[src/hw/fault_flags_pkg.sv]
// Package with register map, field layout and reset values of the fault flags.
package fault_flags_pkg;
  // Printed register offsets are register indices; byte address is 4x.
  localparam logic [9:0] IDX_SHORT_GH = 10'h0A6;
  localparam logic [9:0] IDX_OPEN_AB = 10'h0A7;
  localparam logic [9:0] IDX_OPEN_CD = 10'h0A8;
  localparam logic [9:0] IDX_IRQ_STATUS = 10'h0B0;
  localparam logic [9:0] IDX_IRQ_MASK = 10'h0B1;
  localparam int ADDR_W = 12;
  localparam int DATA_W = 32;
  // Three channels per group, two groups per byte.
  localparam int CH_PER_GROUP = 3;
  localparam int N_SHORT = 6;
  localparam int N_OPEN = 12;
  localparam int N_EVENTS = N_SHORT + N_OPEN;
  // Field positions inside a status byte.
  localparam int LOW_GROUP_LSB = 0;
  localparam int HIGH_GROUP_LSB = 4;
  localparam int RSVD_LOW_BIT = 3;
  localparam int RSVD_HIGH_BIT = 7;
  // Reset values.
  localparam logic [7:0] FLAG_BYTE_RESET = 8'h00;
  localparam logic [N_EVENTS-1:0] IRQ_MASK_RESET = 18'h00000;
  localparam logic [N_EVENTS-1:0] IRQ_STATUS_RESET = 18'h00000;
  localparam logic [DATA_W-1:0] RDATA_RESET = 32'h00000000;
  // Input synchroniser depth.
  localparam int SYNC_STAGES = 3;
endpackage

[src/hw/fault_level_if.sv]
// Interface carrying filtered fault levels and their rising-edge events.
`timescale 1ns/10ps
interface fault_level_if #(
  parameter int N = 18
);
  logic [N-1:0] level;
  logic [N-1:0] rise;
  modport src (output level, output rise);
  modport dst (input level, input rise);
endinterface

[src/hw/led_fault_status_flags.sv]
// Fault status register bank of a multi-channel LED driver, on APB.
//
// Overview of operation
// RULE1: short flags H2..H0 bits 6-4, G2..G0 bits 2-0
// RULE2: short flag one when fault detected, else zero
// RULE3: open byte A/B at 0xA7, reset zero
// RULE4: B2..B0 bits 6-4, A2..A0 bits 2-0
// RULE5: open flag zero until fault, one when detected
// RULE6: open byte C/D at 0xA8, reset zero
// RULE7: flags and reserved bits read-only, reset zero
// RULE8: short byte G/H at 0xA6, reset zero
// RULE9: D2..D0 bits 6-4, C2..C0 bits 2-0
// RULE10: writes to status bytes change nothing
//
// Implementation choice: the APB register port.
`timescale 1ns/10ps
module led_fault_status_flags (
  // Clock and reset.
  input wire logic mclk,
  input wire logic rst,
  // APB slave.
  input wire logic psel,
  input wire logic penable,
  input wire logic pwrite,
  input wire logic [fault_flags_pkg::ADDR_W-1:0] paddr,
  input wire logic [fault_flags_pkg::DATA_W-1:0] pwdata,
  output logic [fault_flags_pkg::DATA_W-1:0] prdata,
  output logic pready,
  output logic pslverr,
  // Raw detector levels: short H2..H0,G2..G0; open D..C..B..A, 2..0 each.
  input wire logic [fault_flags_pkg::N_SHORT-1:0] short_detect,
  input wire logic [fault_flags_pkg::N_OPEN-1:0] open_detect,
  // Interrupt.
  output logic irq
);
  localparam int NE = fault_flags_pkg::N_EVENTS;
  localparam int G = fault_flags_pkg::CH_PER_GROUP;
  localparam int LO = fault_flags_pkg::LOW_GROUP_LSB;
  localparam int HI = fault_flags_pkg::HIGH_GROUP_LSB;

  ////////////////////////////////////////////////////////////////////////////
  // Detector inputs.

  fault_level_if #(.N(NE)) flt ();
  logic [NE-1:0] irq_status;
  logic irq_q;

  fault_sync #(.N(NE)) u_sync (
    .mclk(mclk),
    .rst(rst),
    .raw({open_detect, short_detect}),
    .out(flt)
  );

  ////////////////////////////////////////////////////////////////////////////
  // Status bytes, built from live levels; reserved bits stay zero.

  logic [7:0] short_gh, open_ab, open_cd;
  logic [NE-1:0] lvl;

  assign lvl = flt.level;

  always_comb begin
    short_gh = fault_flags_pkg::FLAG_BYTE_RESET; // RULE7
    open_ab = fault_flags_pkg::FLAG_BYTE_RESET; // RULE7
    open_cd = fault_flags_pkg::FLAG_BYTE_RESET; // RULE7
    // Flag follows the detector: one while detected, zero otherwise.
    short_gh[HI +: G] = lvl[G +: G]; // RULE1 RULE2
    short_gh[LO +: G] = lvl[0 +: G]; // RULE1 RULE2
    open_ab[HI +: G] = lvl[3*G +: G]; // RULE4 RULE5
    open_ab[LO +: G] = lvl[2*G +: G]; // RULE4 RULE5
    open_cd[HI +: G] = lvl[5*G +: G]; // RULE9 RULE5
    open_cd[LO +: G] = lvl[4*G +: G]; // RULE9 RULE5
  end

  ////////////////////////////////////////////////////////////////////////////
  // APB slave: one wait state, answer registered.

  logic [fault_flags_pkg::DATA_W-1:0] prdata_q, prdata_d;
  logic pready_q, pready_d;
  logic pslverr_q, pslverr_d;
  logic [NE-1:0] mask_q, mask_d;
  logic rd_clear;
  logic access;

  function automatic logic [fault_flags_pkg::ADDR_W-1:0] byte_addr(
    input logic [9:0] idx
  );
    byte_addr = {idx, 2'b00};
  endfunction

  assign access = psel & penable & ~pready_q;

  always_comb begin
    prdata_d = fault_flags_pkg::RDATA_RESET;
    pready_d = access;
    pslverr_d = 1'b0;
    mask_d = mask_q;
    rd_clear = 1'b0;
    if (access) begin
      if (paddr == byte_addr(fault_flags_pkg::IDX_SHORT_GH)) begin // RULE8
        prdata_d[7:0] = short_gh; // RULE10
      end else if (paddr == byte_addr(fault_flags_pkg::IDX_OPEN_AB)) begin
        prdata_d[7:0] = open_ab; // RULE3 RULE10
      end else if (paddr == byte_addr(fault_flags_pkg::IDX_OPEN_CD)) begin
        prdata_d[7:0] = open_cd; // RULE6 RULE10
      end else if (paddr == byte_addr(fault_flags_pkg::IDX_IRQ_STATUS)) begin
        prdata_d[NE-1:0] = irq_status;
        rd_clear = ~pwrite;
      end else if (paddr == byte_addr(fault_flags_pkg::IDX_IRQ_MASK)) begin
        prdata_d[NE-1:0] = mask_q;
        if (pwrite) begin
          mask_d = pwdata[NE-1:0];
        end
      end else begin
        pslverr_d = 1'b1;
      end
      if (pwrite) begin
        prdata_d = fault_flags_pkg::RDATA_RESET;
      end
    end
  end

  always_ff @(posedge mclk or posedge rst) begin
    if (rst) begin
      prdata_q <= fault_flags_pkg::RDATA_RESET;
      pready_q <= 1'b0;
      pslverr_q <= 1'b0;
      mask_q <= fault_flags_pkg::IRQ_MASK_RESET;
    end else begin
      prdata_q <= prdata_d;
      pready_q <= pready_d;
      pslverr_q <= pslverr_d;
      mask_q <= mask_d;
    end
  end

  ////////////////////////////////////////////////////////////////////////////
  // Interrupt: each new fault sets a sticky bit; reading status clears it.

  fault_irq #(.N(NE)) u_irq (
    .mclk(mclk),
    .rst(rst),
    .set(flt.rise),
    .mask(mask_q),
    .clear(rd_clear),
    .status_q(irq_status),
    .irq_q(irq_q)
  );

  assign prdata = prdata_q;
  assign pready = pready_q;
  assign pslverr = pslverr_q;
  assign irq = irq_q;
endmodule

[src/hw/fault_sync.sv]
// Three-stage synchroniser with agreement filter and rise detect per bit.
`timescale 1ns/10ps
module fault_sync #(
  parameter int N = 18
) (
  // Clock and reset.
  input wire logic mclk,
  input wire logic rst,
  // Raw detector levels from outside the clock domain.
  input wire logic [N-1:0] raw,
  // Filtered levels and events.
  fault_level_if.src out
);
  logic [N-1:0] s1_q, s2_q, s3_q;
  logic [N-1:0] level_q, level_d;
  logic [N-1:0] rise_q, rise_d;

  always_comb begin
    level_d = level_q;
    rise_d = '0;
    for (int i = 0; i < N; i++) begin
      // A change is taken only once the second and third stages agree.
      if (s2_q[i] == s3_q[i]) begin
        level_d[i] = s3_q[i];
      end
      rise_d[i] = level_d[i] & ~level_q[i];
    end
  end

  always_ff @(posedge mclk or posedge rst) begin
    if (rst) begin
      s1_q <= '0;
      s2_q <= '0;
      s3_q <= '0;
      level_q <= '0;
      rise_q <= '0;
    end else begin
      s1_q <= raw;
      s2_q <= s1_q;
      s3_q <= s2_q;
      level_q <= level_d;
      rise_q <= rise_d;
    end
  end

  assign out.level = level_q;
  assign out.rise = rise_q;
endmodule

[src/hw/fault_irq.sv]
// Sticky interrupt status with read clear, mask gating and level output.
`timescale 1ns/10ps
module fault_irq #(
  parameter int N = 18
) (
  // Clock and reset.
  input wire logic mclk,
  input wire logic rst,
  // Events, mask and read-clear strobe.
  input wire logic [N-1:0] set,
  input wire logic [N-1:0] mask,
  input wire logic clear,
  // State and interrupt.
  output logic [N-1:0] status_q,
  output logic irq_q
);
  logic [N-1:0] status_d;
  logic irq_d;

  always_comb begin
    // A set in the clearing cycle survives the clear.
    status_d = (clear ? '0 : status_q) | set;
    irq_d = |(status_d & mask);
  end

  always_ff @(posedge mclk or posedge rst) begin
    if (rst) begin
      status_q <= fault_flags_pkg::IRQ_STATUS_RESET;
      irq_q <= 1'b0;
    end else begin
      status_q <= status_d;
      irq_q <= irq_d;
    end
  end
endmodule

[config.mk]
export PLATFORM = sky130hd
export DESIGN_NAME = led_fault_status_flags
export DESIGN_NICKNAME = d
export VERILOG_FILES = /design/src/hw/fault_flags_pkg.sv /design/src/hw/fault_level_if.sv /design/src/hw/led_fault_status_flags.sv /design/src/hw/fault_sync.sv /design/src/hw/fault_irq.sv
export SDC_FILE = /design/constraint.sdc
export NUM_CORES = 1
export LEC_CHECK = 0
export BUFFER_PORTS_ARGS = -buffer_cell sky130_fd_sc_hd__buf_2
export CORE_MARGIN = 1.5
export CORE_UTILIZATION = 59
export CTS_CLUSTER_SIZE = 8
export DETAILED_ROUTE_END_ITERATION = 16
export PLACE_DENSITY = 0.84
export SYNTH_ARGS = -nofsm -noshare
export SYNTH_HDL_FRONTEND = slang
export SYNTH_HIERARCHICAL = 1
export SYNTH_SLANG_ARGS = --single-unit
[constraint.sdc]
create_clock -name mclk -period 8.2 [get_ports mclk]
set_clock_uncertainty 0.1 [all_clocks]
set_input_delay 0.82 -clock mclk [delete_from_list [all_inputs] [get_ports mclk]]
set_output_delay 0.82 -clock mclk [all_outputs]
set_load 0.01 [all_outputs]
==> results of run 1 <==
-- stage by stage --
stage | std cells | instance area [um2] | power (mW) | hold slack (ns)
2_1_floorplan | 382 | 5463 | 0.8247 | 0.2312
3_3_place_gp | 546 | 5829 | 0.8449 | 0.2314
3_5_place_dp | 546 | 5829 | 0.8497 | 0.2355
4_1_cts | 577 | 6416 | 1.610 | 0.2450
5_1_grt | 577 | 6416 | 1.656 | 0.2559
6_report | 577 | 6416 | 1.598 | 0.2431
-- flip-flops by register name (all words and copies together), names as in the netlist --
| register | count |
|---|---|
| u_sync/s1_q | 18 |
| u_sync/s3_q | 18 |
| mask_q | 18 |
| pslverr | 1 |
| u_sync/out.level | 18 |
| prdata | 18 |
| u_sync/s2_q | 18 |
| u_sync/out.rise | 18 |
| u_irq/status_q | 18 |
| pready | 1 |
| u_irq/irq_q | 1 |
-- critical path: cells and delay by family --
family / cells / cell delay [ns]
buffers and inverters: 2 / 0.36
AND/OR/NAND/NOR: 7 / 2.14
AO/OA/AOI/OAI: 2 / 0.38
-- power breakdown --
group / switching (mW) / leakage [nW] / internal, mW
clock: 0.289 / 0.285 / 0.471
sequential: 0.0198 / 1.78 / 0.754
combinational: 0.0350 / 0.977 / 0.0288
total: 0.344 / 3.04 / 1.25
-- path summary, 6_finish.rpt --
check / startpoint / endpoint
max in group asynchronous: rst / u_sync/out.rise[15]
setup / recovery: paddr[1] / u_irq/irq_q
hold reg to reg: u_sync/s1_q[5] / u_sync/s2_q[5]
hold / removal: rst / prdata[9]
min in group mclk: u_sync/s1_q[5] / u_sync/s2_q[5]
setup reg to reg: pready / u_irq/irq_q
-- cells in the mapped netlist, drive strengths merged, types with 5 or more instances --
| cell | instances |
|---|---|
| a21o | 6 |
| a21oi | 10 |
| and2b | 5 |
| and3b | 18 |
| buf | 18 |
| dfrtp | 147 |
| inv | 11 |
| maj3 | 18 |
| mux2 | 18 |
| mux2i | 18 |
| nand2 | 7 |
| nor2 | 19 |
| nor2b | 5 |
| nor3 | 9 |
| o21a | 6 |
| o21ai | 21 |
| o22ai | 6 |
| or2 | 10 |
-- routing by layer --
| layer | vias up | wire, um | GRT usage | share of wire |
|---|---|---|---|---|
| li1 | 1434 | - | - | - |
| met4 | 0 | 161 | 0.08571 | 0.015 |
| met3 | 13 | 475 | 0.06241 | 0.045 |
| met2 | 101 | 5541 | 0.4016 | 0.53 |
| met5 | - | 0 | 0 | 0 |
| met1 | 1607 | 4328 | 0.2854 | 0.41 |
-- cell usage in the layout, fill, tap and decap left out, types with 3 or more instances in the layout --
cell type / netlist / final
sky130_fd_sc_hd__buf_2: 3 / 73
sky130_fd_sc_hd__mux2_2: 8 / 8
sky130_fd_sc_hd__o21ai_1: 4 / 4
sky130_fd_sc_hd__maj3_2: 18 / 18
sky130_fd_sc_hd__and3b_2: 18 / 18
sky130_fd_sc_hd__o21ai_2: 3 / 3
sky130_fd_sc_hd__mux2i_1: 18 / 18
sky130_fd_sc_hd__or2_2: 9 / 9
sky130_fd_sc_hd__o22ai_1: 6 / 6
sky130_fd_sc_hd__a22oi_1: 3 / 3
sky130_fd_sc_hd__a21oi_1: 9 / 9
sky130_fd_sc_hd__a21o_1: 6 / 6
sky130_fd_sc_hd__bufinv_16: 0 / 3
sky130_fd_sc_hd__dfrtp_1: 147 / 147
sky130_fd_sc_hd__clkinv_2: 0 / 4
sky130_fd_sc_hd__nor3_1: 9 / 9
sky130_fd_sc_hd__nor2b_1: 5 / 5
sky130_fd_sc_hd__o2111ai_1: 3 / 3
sky130_fd_sc_hd__mux2_4: 10 / 10
sky130_fd_sc_hd__nor2_1: 16 / 16
sky130_fd_sc_hd__and2b_4: 4 / 4
sky130_fd_sc_hd__inv_1: 10 / 9
sky130_fd_sc_hd__o21a_1: 6 / 6
sky130_fd_sc_hd__o21ai_0: 14 / 14
sky130_fd_sc_hd__inv_6: 0 / 3
sky130_fd_sc_hd__clkbuf_16: 0 / 16
sky130_fd_sc_hd__conb_1: 1 / 14
sky130_fd_sc_hd__nand2_1: 7 / 7
-- cells by family after synthesis --
group,count (synthesis),share of synthesized area
and+or+nand+nor,81,0.1047
buffers and inverters,31,0.03605
adders and majority gates,18,0.03744
AOI/OAI and AO/OA,55,0.06402
DFF,147,0.6795
other,1,0.0006927
muxes,36,0.07765
-- final cells by class --
| type | instances | area, um2 |
|---|---|---|
| Multi-Input combinational cell | 204 | 1589 |
| Tap cell | 108 | 135.1 |
| Inverter | 12 | 46.29 |
| Sequential cell | 147 | 3679 |
| Clock inverter | 12 | 155.1 |
| Clock buffer | 19 | 431.7 |
| Fill cell | 513 | 2390 |
| Timing Repair Buffer | 75 | 380.4 |
==> flow_results.xml, run 1 <==
<?xml version="1.0" encoding="UTF-8"?>
<metrics>
  <group name="route">
    <metric name="via_per_inst" unit="">5.468</metric>
    <metric name="vias" unit="">3155</metric>
    <metric name="drt_drc_violations_left" unit="">4</metric>
    <metric name="dr.first_iter.drc_count" unit="">163</metric>
    <metric name="routed_wl" unit="mm">10.51</metric>
    <metric name="drt-wirelength-per-cell" unit="um">18.21</metric>
    <metric name="final_antenna_net_count" unit="">0</metric>
    <metric name="detail_route.first_pass.iterations" unit="">13</metric>
  </group>
  <group name="logic_synthesis">
    <metric name="post-synth-top-area-fraction" unit="">0.6795</metric>
    <metric name="synth.ff_latch_count" unit="">147</metric>
    <metric name="synth_cell_types" unit="">41</metric>
    <metric name="yosys_warnings" unit="">6</metric>
    <metric name="synth_area" unit="um2">5414</metric>
    <metric name="post_synth_inst_count" unit="">369</metric>
    <metric name="synth_flop_cell" unit="">sky130_fd_sc_hd__dfrtp_1</metric>
    <metric name="syn-mean-instance-area" unit="um2">14.67</metric>
    <metric name="synth.area.top_cells" unit="">sky130_fd_sc_hd__dfrtp_1 (68%), sky130_fd_sc_hd__maj3_2 (3.7%), sky130_fd_sc_hd__and3b_2 (3.3%)</metric>
    <metric name="largest_area_contributor_in_the_synthesized_netlist" unit="">sky130_fd_sc_hd__dfrtp_1</metric>
    <metric name="synth_sequential_area_ratio" unit="">0.6795</metric>
    <metric name="ys_async_sr_fraction" unit="">1.000</metric>
    <metric name="number_of_enable_flip_flop_cells_after_synthesis" unit="">0</metric>
  </group>
  <group name="layout">
    <metric name="nNetsFinal" unit="">524</metric>
    <metric name="final_util" unit="">0.7286</metric>
    <metric name="post_route_cells_drive_above_1_share" unit="">0.3923</metric>
    <metric name="n_antenna_cell" unit="">0</metric>
    <metric name="synthToLayoutAreaGrowth" unit="%">18.51</metric>
  </group>
  <group name="pwr">
    <metric name="ir_drop" unit="V">0.0001783</metric>
    <metric name="total_leakage_power" unit="nW">3.045</metric>
    <metric name="power-per-cell-area" unit="nW/um2">249.0</metric>
  </group>
  <group name="critical_path">
    <metric name="worstPathMaxFanout" unit="">13</metric>
    <metric name="timing_worst_setup_path_type" unit="">input port to flip-flop</metric>
    <metric name="cp_slowest_cell" unit="">sky130_fd_sc_hd__nor2_1</metric>
    <metric name="slowest_delay" unit="ns">0.69</metric>
    <metric name="r2r.worst_path.cells" unit="">9</metric>
    <metric name="setup.worst_path.start_class" unit="">input port</metric>
    <metric name="timing.reg2reg.setup_slack" unit="ns">4.87</metric>
    <metric name="critical_path.cell_chain" unit="">buf_2, nor3_1, nand2_1, nor2_1, nand2_1, nor2_1, inv_2, a21oi_1, o2111ai_1, nor3_1, nand4_1</metric>
    <metric name="cp-end-kind" unit="">flip-flop</metric>
    <metric name="worst_ep_arrival_time" unit="ns">3.71</metric>
    <metric name="critical_path_required" unit="ns">8.47</metric>
  </group>
  <group name="run_status">
    <metric name="outcome" unit="">finished with violations</metric>
    <metric name="violations" unit="">DRC</metric>
  </group>
  <group name="sta">
    <metric name="timing.fmax" unit="MHz">291.3</metric>
    <metric name="timing.final.ws_setup" unit="ns">4.767</metric>
    <metric name="grt_setup_unrepaired" unit="">false</metric>
    <metric name="tightestPinTransition" unit="ns">1.112</metric>
    <metric name="setup_viol_count_final" unit="">0</metric>
    <metric name="final-hold-violation-count" unit="">0</metric>
    <metric name="setup_tns" unit="ns">0</metric>
    <metric name="layout_min_cycle_time" unit="ns">3.433</metric>
    <metric name="report.final.slew_viol_count" unit="">0</metric>
    <metric name="slew_headroom" unit="">0.2584</metric>
    <metric name="layout_worst_path_cycle_share" unit="">0.4186</metric>
  </group>
  <group name="hold_path">
    <metric name="min-delay-path-class" unit="">input port to asynchronous set/reset pin</metric>
  </group>
  <group name="clock_tree">
    <metric name="postCtsHoldBufs" unit="">0</metric>
    <metric name="clock_tree.htree_level_count" unit="">4</metric>
    <metric name="cts_repair_resize_count" unit="">0</metric>
    <metric name="clk_root_buffer_cell" unit="">sky130_fd_sc_hd__clkbuf_8</metric>
    <metric name="tritoncts" unit="">yes</metric>
    <metric name="cts.reportedPaths.clkPinSlew" unit="ns">0.06</metric>
    <metric name="cts_post_setup_buffers_inserted" unit="">0</metric>
    <metric name="tritoncts_num_sinks" unit="">147</metric>
    <metric name="source_to_sink_clock_delay_at_the_later_pin_of_the_worst_skew_pair" unit="ns">0.51</metric>
    <metric name="clock_tree.buffer_depth" unit="">2</metric>
    <metric name="num_cts_buffers" unit="">17</metric>
  </group>
  <group name="grt">
    <metric name="grt_first_pass_wirelength" unit="mm">17.04</metric>
    <metric name="grt_usage" unit="">0.2336</metric>
    <metric name="vias_in_the_first_global_route" unit="">3406</metric>
    <metric name="grt_start_max_net_pins" unit="">91</metric>
    <metric name="gr-total-overflow" unit="">0</metric>
    <metric name="grt_antenna_before_repair" unit="">0</metric>
  </group>
  <group name="die">
    <metric name="floorplan.die.width" unit="um">98.79</metric>
    <metric name="height_of_the_die" unit="um">98.79</metric>
    <metric name="top_level_ports" unit="">102</metric>
    <metric name="rows" unit="">34</metric>
    <metric name="placeableCoreArea" unit="um2">8806</metric>
    <metric name="floorplan.initialDensity" unit="">0.6148</metric>
    <metric name="die_area" unit="um2">9759</metric>
  </group>
  <group name="placement">
    <metric name="gpl.final_weighted_congestion" unit="">0.9173</metric>
    <metric name="number_of_port_buffers" unit="">73</metric>
    <metric name="dp_hpwl" unit="mm">6.845</metric>
    <metric name="preCtsSetupSlack" unit="ns">4.306</metric>
  </group>
  <group name="run">
    <metric name="maxCapViolations" unit="">0</metric>
  </group>
</metrics>
No activity file was read; power rests on OpenSTA's default activity.
==> run 2: changes to the inputs <==
--- a/config.mk
+++ b/config.mk
@@ -5,12 +5,13 @@
 export SDC_FILE = /design/constraint.sdc
 export NUM_CORES = 1
 export LEC_CHECK = 0
+export ABC_AREA = 1
 export BUFFER_PORTS_ARGS = -buffer_cell sky130_fd_sc_hd__buf_2
 export CORE_MARGIN = 1.5
-export CORE_UTILIZATION = 59
+export CORE_UTILIZATION = 56
 export CTS_CLUSTER_SIZE = 8
 export DETAILED_ROUTE_END_ITERATION = 16
-export PLACE_DENSITY = 0.84
+export PLACE_DENSITY = 0.8
 export SYNTH_ARGS = -nofsm -noshare
 export SYNTH_HDL_FRONTEND = slang
 export SYNTH_HIERARCHICAL = 1
==> constraint.sdc (replaced) <==
create_clock -name mclk -period 3.55 [get_ports mclk]
set_clock_uncertainty 0.1 [all_clocks]
set_input_delay 0.355 -clock mclk [delete_from_list [all_inputs] [get_ports mclk]]
set_output_delay 0.355 -clock mclk [all_outputs]
set_load 0.01 [all_outputs]
==> flow_results.xml, run 2 <==
<?xml version="1.0" encoding="UTF-8"?>
<metrics>
  <group name="logic_synthesis">
    <metric name="synth_sequential_area_ratio" unit="">0.6191</metric>
    <metric name="synth.area.top_cells" unit="">sky130_fd_sc_hd__dfrtp_1 (62%), sky130_fd_sc_hd__nand2_1 (8.1%), sky130_fd_sc_hd__inv_1 (6.1%)</metric>
    <metric name="synth.most_common_cell" unit="">sky130_fd_sc_hd__dfrtp_1</metric>
    <metric name="post-synth-top-area-fraction" unit="">0.6191</metric>
    <metric name="most_numerous_cell_types_in_the_synthesized_netlist" unit="">sky130_fd_sc_hd__dfrtp_1 (147), sky130_fd_sc_hd__nand2_1 (129), sky130_fd_sc_hd__inv_1 (96)</metric>
    <metric name="synth_flop_cell" unit="">sky130_fd_sc_hd__dfrtp_1</metric>
    <metric name="post_synth_inst_count" unit="">600</metric>
    <metric name="number_of_enable_flip_flop_cells_after_synthesis" unit="">0</metric>
    <metric name="ys_async_sr_fraction" unit="">1.000</metric>
    <metric name="yosys_warnings" unit="">6</metric>
    <metric name="syn-mean-instance-area" unit="um2">9.903</metric>
    <metric name="largest_area_contributor_in_the_synthesized_netlist" unit="">sky130_fd_sc_hd__dfrtp_1</metric>
    <metric name="synth_area" unit="um2">5942</metric>
    <metric name="synth.ff_latch_count" unit="">147</metric>
    <metric name="synth_cell_types" unit="">29</metric>
  </group>
  <group name="clock_tree">
    <metric name="clock_tree.buffer_depth" unit="">2</metric>
    <metric name="tritoncts_num_sinks" unit="">147</metric>
    <metric name="num_cts_buffers" unit="">17</metric>
    <metric name="clock_tree.htree_level_count" unit="">4</metric>
    <metric name="cts_repair_resize_count" unit="">0</metric>
    <metric name="cts.reportedPaths.clkPinSlew" unit="ns">0.06</metric>
    <metric name="clk_root_buffer_cell" unit="">sky130_fd_sc_hd__clkbuf_8</metric>
    <metric name="tritoncts" unit="">yes</metric>
    <metric name="source_to_sink_clock_delay_at_the_later_pin_of_the_worst_skew_pair" unit="ns">0.52</metric>
  </group>
  <group name="route">
    <metric name="drt-wirelength-per-cell" unit="um">13.81</metric>
    <metric name="vias" unit="">4252</metric>
    <metric name="final_antenna_net_count" unit="">0</metric>
    <metric name="drt_drc_violations_left" unit="">0</metric>
    <metric name="dr.first_iter.drc_count" unit="">252</metric>
    <metric name="via_per_inst" unit="">4.916</metric>
    <metric name="routed_wl" unit="mm">11.94</metric>
    <metric name="detail_route.first_pass.iterations" unit="">6</metric>
  </group>
  <group name="critical_path">
    <metric name="critPathMostFrequentCell" unit="">sky130_fd_sc_hd__nand2_1</metric>
    <metric name="cp_slowest_cell" unit="">sky130_fd_sc_hd__dfrtp_1</metric>
    <metric name="critical_path_required" unit="ns">3.86</metric>
    <metric name="critical_path.cell_chain" unit="">nor2_4, inv_2, or2_4, nor2_4, nand2_4, inv_2, inv_2, nand2_1, nand2_1, nand2_1, nand2_1, nor2_1, nand2_1, nor2_1, nand2_1</metric>
    <metric name="cp-end-kind" unit="">flip-flop</metric>
    <metric name="worst_ep_arrival_time" unit="ns">2.91</metric>
    <metric name="worstPathBufferInverterCount" unit="">3</metric>
    <metric name="setup.worst_path.start_class" unit="">flip-flop</metric>
    <metric name="timing.reg2reg.setup_slack" unit="ns">0.94</metric>
    <metric name="r2r.worst_path.cells" unit="">15</metric>
    <metric name="regToRegEndpoint" unit="">u_irq/irq_q</metric>
    <metric name="crit_cells" unit="">15</metric>
    <metric name="slowest_delay" unit="ns">0.40</metric>
    <metric name="timing_worst_setup_path_type" unit="">flip-flop to flip-flop</metric>
    <metric name="critical_path.reg2reg.startpoint" unit="">pready</metric>
    <metric name="worstPathMaxFanout" unit="">18</metric>
    <metric name="critical-path-top-delay-family" unit="">simple AND/OR/NAND/NOR gates</metric>
  </group>
  <group name="layout">
    <metric name="final_cell_mix" unit="">sky130_fd_sc_hd__dfrtp_1 (147), sky130_fd_sc_hd__nand2_1 (129), sky130_fd_sc_hd__inv_1 (95)</metric>
    <metric name="layout.cells.most_common" unit="">sky130_fd_sc_hd__dfrtp_1</metric>
    <metric name="number_of_fill_cells" unit="">736</metric>
    <metric name="nNetsFinal" unit="">785</metric>
    <metric name="synthToLayoutAreaGrowth" unit="%">22.91</metric>
    <metric name="post_route_cells_drive_above_1_share" unit="">0.2291</metric>
    <metric name="n_antenna_cell" unit="">0</metric>
  </group>
  <group name="sta">
    <metric name="setup_tns" unit="ns">0</metric>
    <metric name="layout_min_cycle_time" unit="ns">2.609</metric>
    <metric name="final-hold-violation-count" unit="">0</metric>
    <metric name="slew_headroom" unit="">0.4791</metric>
    <metric name="report.final.slew_viol_count" unit="">0</metric>
    <metric name="grt_setup_unrepaired" unit="">false</metric>
    <metric name="layout_worst_path_cycle_share" unit="">0.7351</metric>
    <metric name="timing.fmax" unit="MHz">383.2</metric>
    <metric name="setup_viol_count_final" unit="">0</metric>
    <metric name="tightestPinTransition" unit="ns">0.7805</metric>
    <metric name="final_layout_worst_hold_slack" unit="ns">0.007334</metric>
  </group>
  <group name="grt">
    <metric name="grt_antenna_before_repair" unit="">0</metric>
    <metric name="grt_usage" unit="">0.2354</metric>
    <metric name="grt_first_pass_wirelength" unit="mm">20.12</metric>
    <metric name="grt_start_max_net_pins" unit="">45</metric>
    <metric name="gr-total-overflow" unit="">0</metric>
    <metric name="vias_in_the_first_global_route" unit="">4390</metric>
  </group>
  <group name="hold_path">
    <metric name="worstHoldStart" unit="">pwdata[0]</metric>
    <metric name="hold-path-endpoint" unit="">mask_q[0]</metric>
    <metric name="hold_path_depth" unit="">3</metric>
    <metric name="min-delay-path-class" unit="">input port to flip-flop</metric>
  </group>
  <group name="die">
    <metric name="height_of_the_die" unit="um">106.0</metric>
    <metric name="placeableCoreArea" unit="um2">10320</metric>
    <metric name="floorplan.initialDensity" unit="">0.5756</metric>
    <metric name="top_level_ports" unit="">102</metric>
    <metric name="rows" unit="">37</metric>
    <metric name="floorplan.die.width" unit="um">106.0</metric>
    <metric name="die_area" unit="um2">11240</metric>
  </group>
  <group name="run">
    <metric name="maxCapViolations" unit="">0</metric>
  </group>
  <group name="pwr">
    <metric name="power-per-cell-area" unit="nW/um2">527.6</metric>
    <metric name="ir_drop" unit="V">0.0004232</metric>
    <metric name="total_leakage_power" unit="nW">3.828</metric>
  </group>
  <group name="placement">
    <metric name="number_of_port_buffers" unit="">73</metric>
    <metric name="gpl.final_weighted_congestion" unit="">0.8199</metric>
    <metric name="dp_hpwl" unit="mm">7.591</metric>
  </group>
  <group name="run_status">
    <metric name="outcome" unit="">complete, no violations</metric>
  </group>
</metrics>
-- run 2: changes by cell type after synthesis, moves of 9 or more --
| cell | change |
|---|---|
| sky130_fd_sc_hd__a21oi_1 | +15 |
| sky130_fd_sc_hd__o21ai_2 | +24 |
| sky130_fd_sc_hd__nand2_1 | +122 |
| sky130_fd_sc_hd__inv_1 | +86 |
| sky130_fd_sc_hd__nand2_2 | +15 |
| sky130_fd_sc_hd__mux2_4 | -10 |
| sky130_fd_sc_hd__o21ai_0 | -14 |
| sky130_fd_sc_hd__nor2_1 | +47 |
| sky130_fd_sc_hd__and3b_2 | -18 |
| sky130_fd_sc_hd__maj3_2 | -18 |
| sky130_fd_sc_hd__nand3_1 | +24 |
| sky130_fd_sc_hd__or2_2 | -9 |
| sky130_fd_sc_hd__nor3_1 | -9 |
| sky130_fd_sc_hd__mux2i_1 | -18 |
-- run 2: through the flow --
step | cell area [um2] | power [mW] | std cells | setup WS, ns | util
after global placement | 6335 | 1.961 | 801 | 0.8694 | 0.6136
after global routing | 7303 | 3.994 | 865 | 0.7639 | 0.7074
after CTS | 7303 | 3.869 | 865 | 0.9970 | 0.7074
final | 7303 | 3.854 | 865 | 0.9406 | 0.7074
after detailed placement | 6335 | 1.972 | 801 | 0.7942 | 0.6136
after floorplan | 5991 | 1.914 | 613 | 0.7597 | -
-- run 2: worst register-to-register path, stage by stage, from the launching register on --
cell and delay [ns]:
sky130_fd_sc_hd__dfrtp_1 0.40, sky130_fd_sc_hd__nor2_4 0.17, sky130_fd_sc_hd__inv_2 0.05, sky130_fd_sc_hd__or2_4 0.26, sky130_fd_sc_hd__nor2_4 0.32, sky130_fd_sc_hd__nand2_4 0.21, sky130_fd_sc_hd__inv_2 0.09, sky130_fd_sc_hd__inv_2 0.14
sky130_fd_sc_hd__nand2_1 0.12, sky130_fd_sc_hd__nand2_1 0.09, sky130_fd_sc_hd__nand2_1 0.08, sky130_fd_sc_hd__nand2_1 0.06, sky130_fd_sc_hd__nor2_1 0.08, sky130_fd_sc_hd__nand2_1 0.08, sky130_fd_sc_hd__nor2_1 0.17, sky130_fd_sc_hd__nand2_1 0.07
-- run 2: kinds of logic (layout without fill, tap and decap cells) --
group	after synthesis	in the layout	share of synthesized area
flip-flops	147	147	0.6191
AO/OA/AOI/OAI	71	71	0.08191
other	1	14	0.0006311
buffers and inverters	126	242	0.1007
AND/OR/NAND/NOR	255	255	0.1977
-- run 2: how the worst max path moves through the flow --
stage | startpoint | endpoint
floorplan | rst | u_sync/out.level[0]
global placement | paddr[1] | u_irq/irq_q
CTS | pready | u_irq/irq_q
global route | pready | u_irq/irq_q
finish | pready | u_irq/irq_q
detailed placement | paddr[1] | u_irq/irq_q
-- run 2: final cells by class --
type / instances / area [um2] / area share
inverters: 102 / 384.1 / 0.05260
clock buffers: 21 / 449.2 / 0.06150
repair buffers: 110 / 728.2 / 0.09971
flip-flops and latches: 147 / 3679 / 0.5037
well taps: 136 / 170.2 / 0.02330
clock inverters: 9 / 178.9 / 0.02450
multi-input cells: 340 / 1714 / 0.2347
-- run 2: where the power goes --
part           switching (mW)  internal (mW)  total, mW
registers              0.0484           1.74       1.79
clock network           0.637           1.24       1.88
logic                   0.107         0.0775      0.185
-- run 2: repair_timing --
item / 4_1_cts / 5_1_grt
hold endpoints to repair: 82 / 0
hold buffers: 34 / 0
buffers inserted: 0 / 0
-- run 2: routing by layer --
| layer | GRT usage | vias up | share of wire |
|---|---|---|---|
| met5 | 0 | - | 0 |
| met4 | 0.1110 | 0 | 0.019 |
| met3 | 0.05089 | 22 | 0.059 |
| met2 | 0.3961 | 179 | 0.50 |
| met1 | 0.2913 | 2016 | 0.42 |
| li1 | - | 2035 | - |
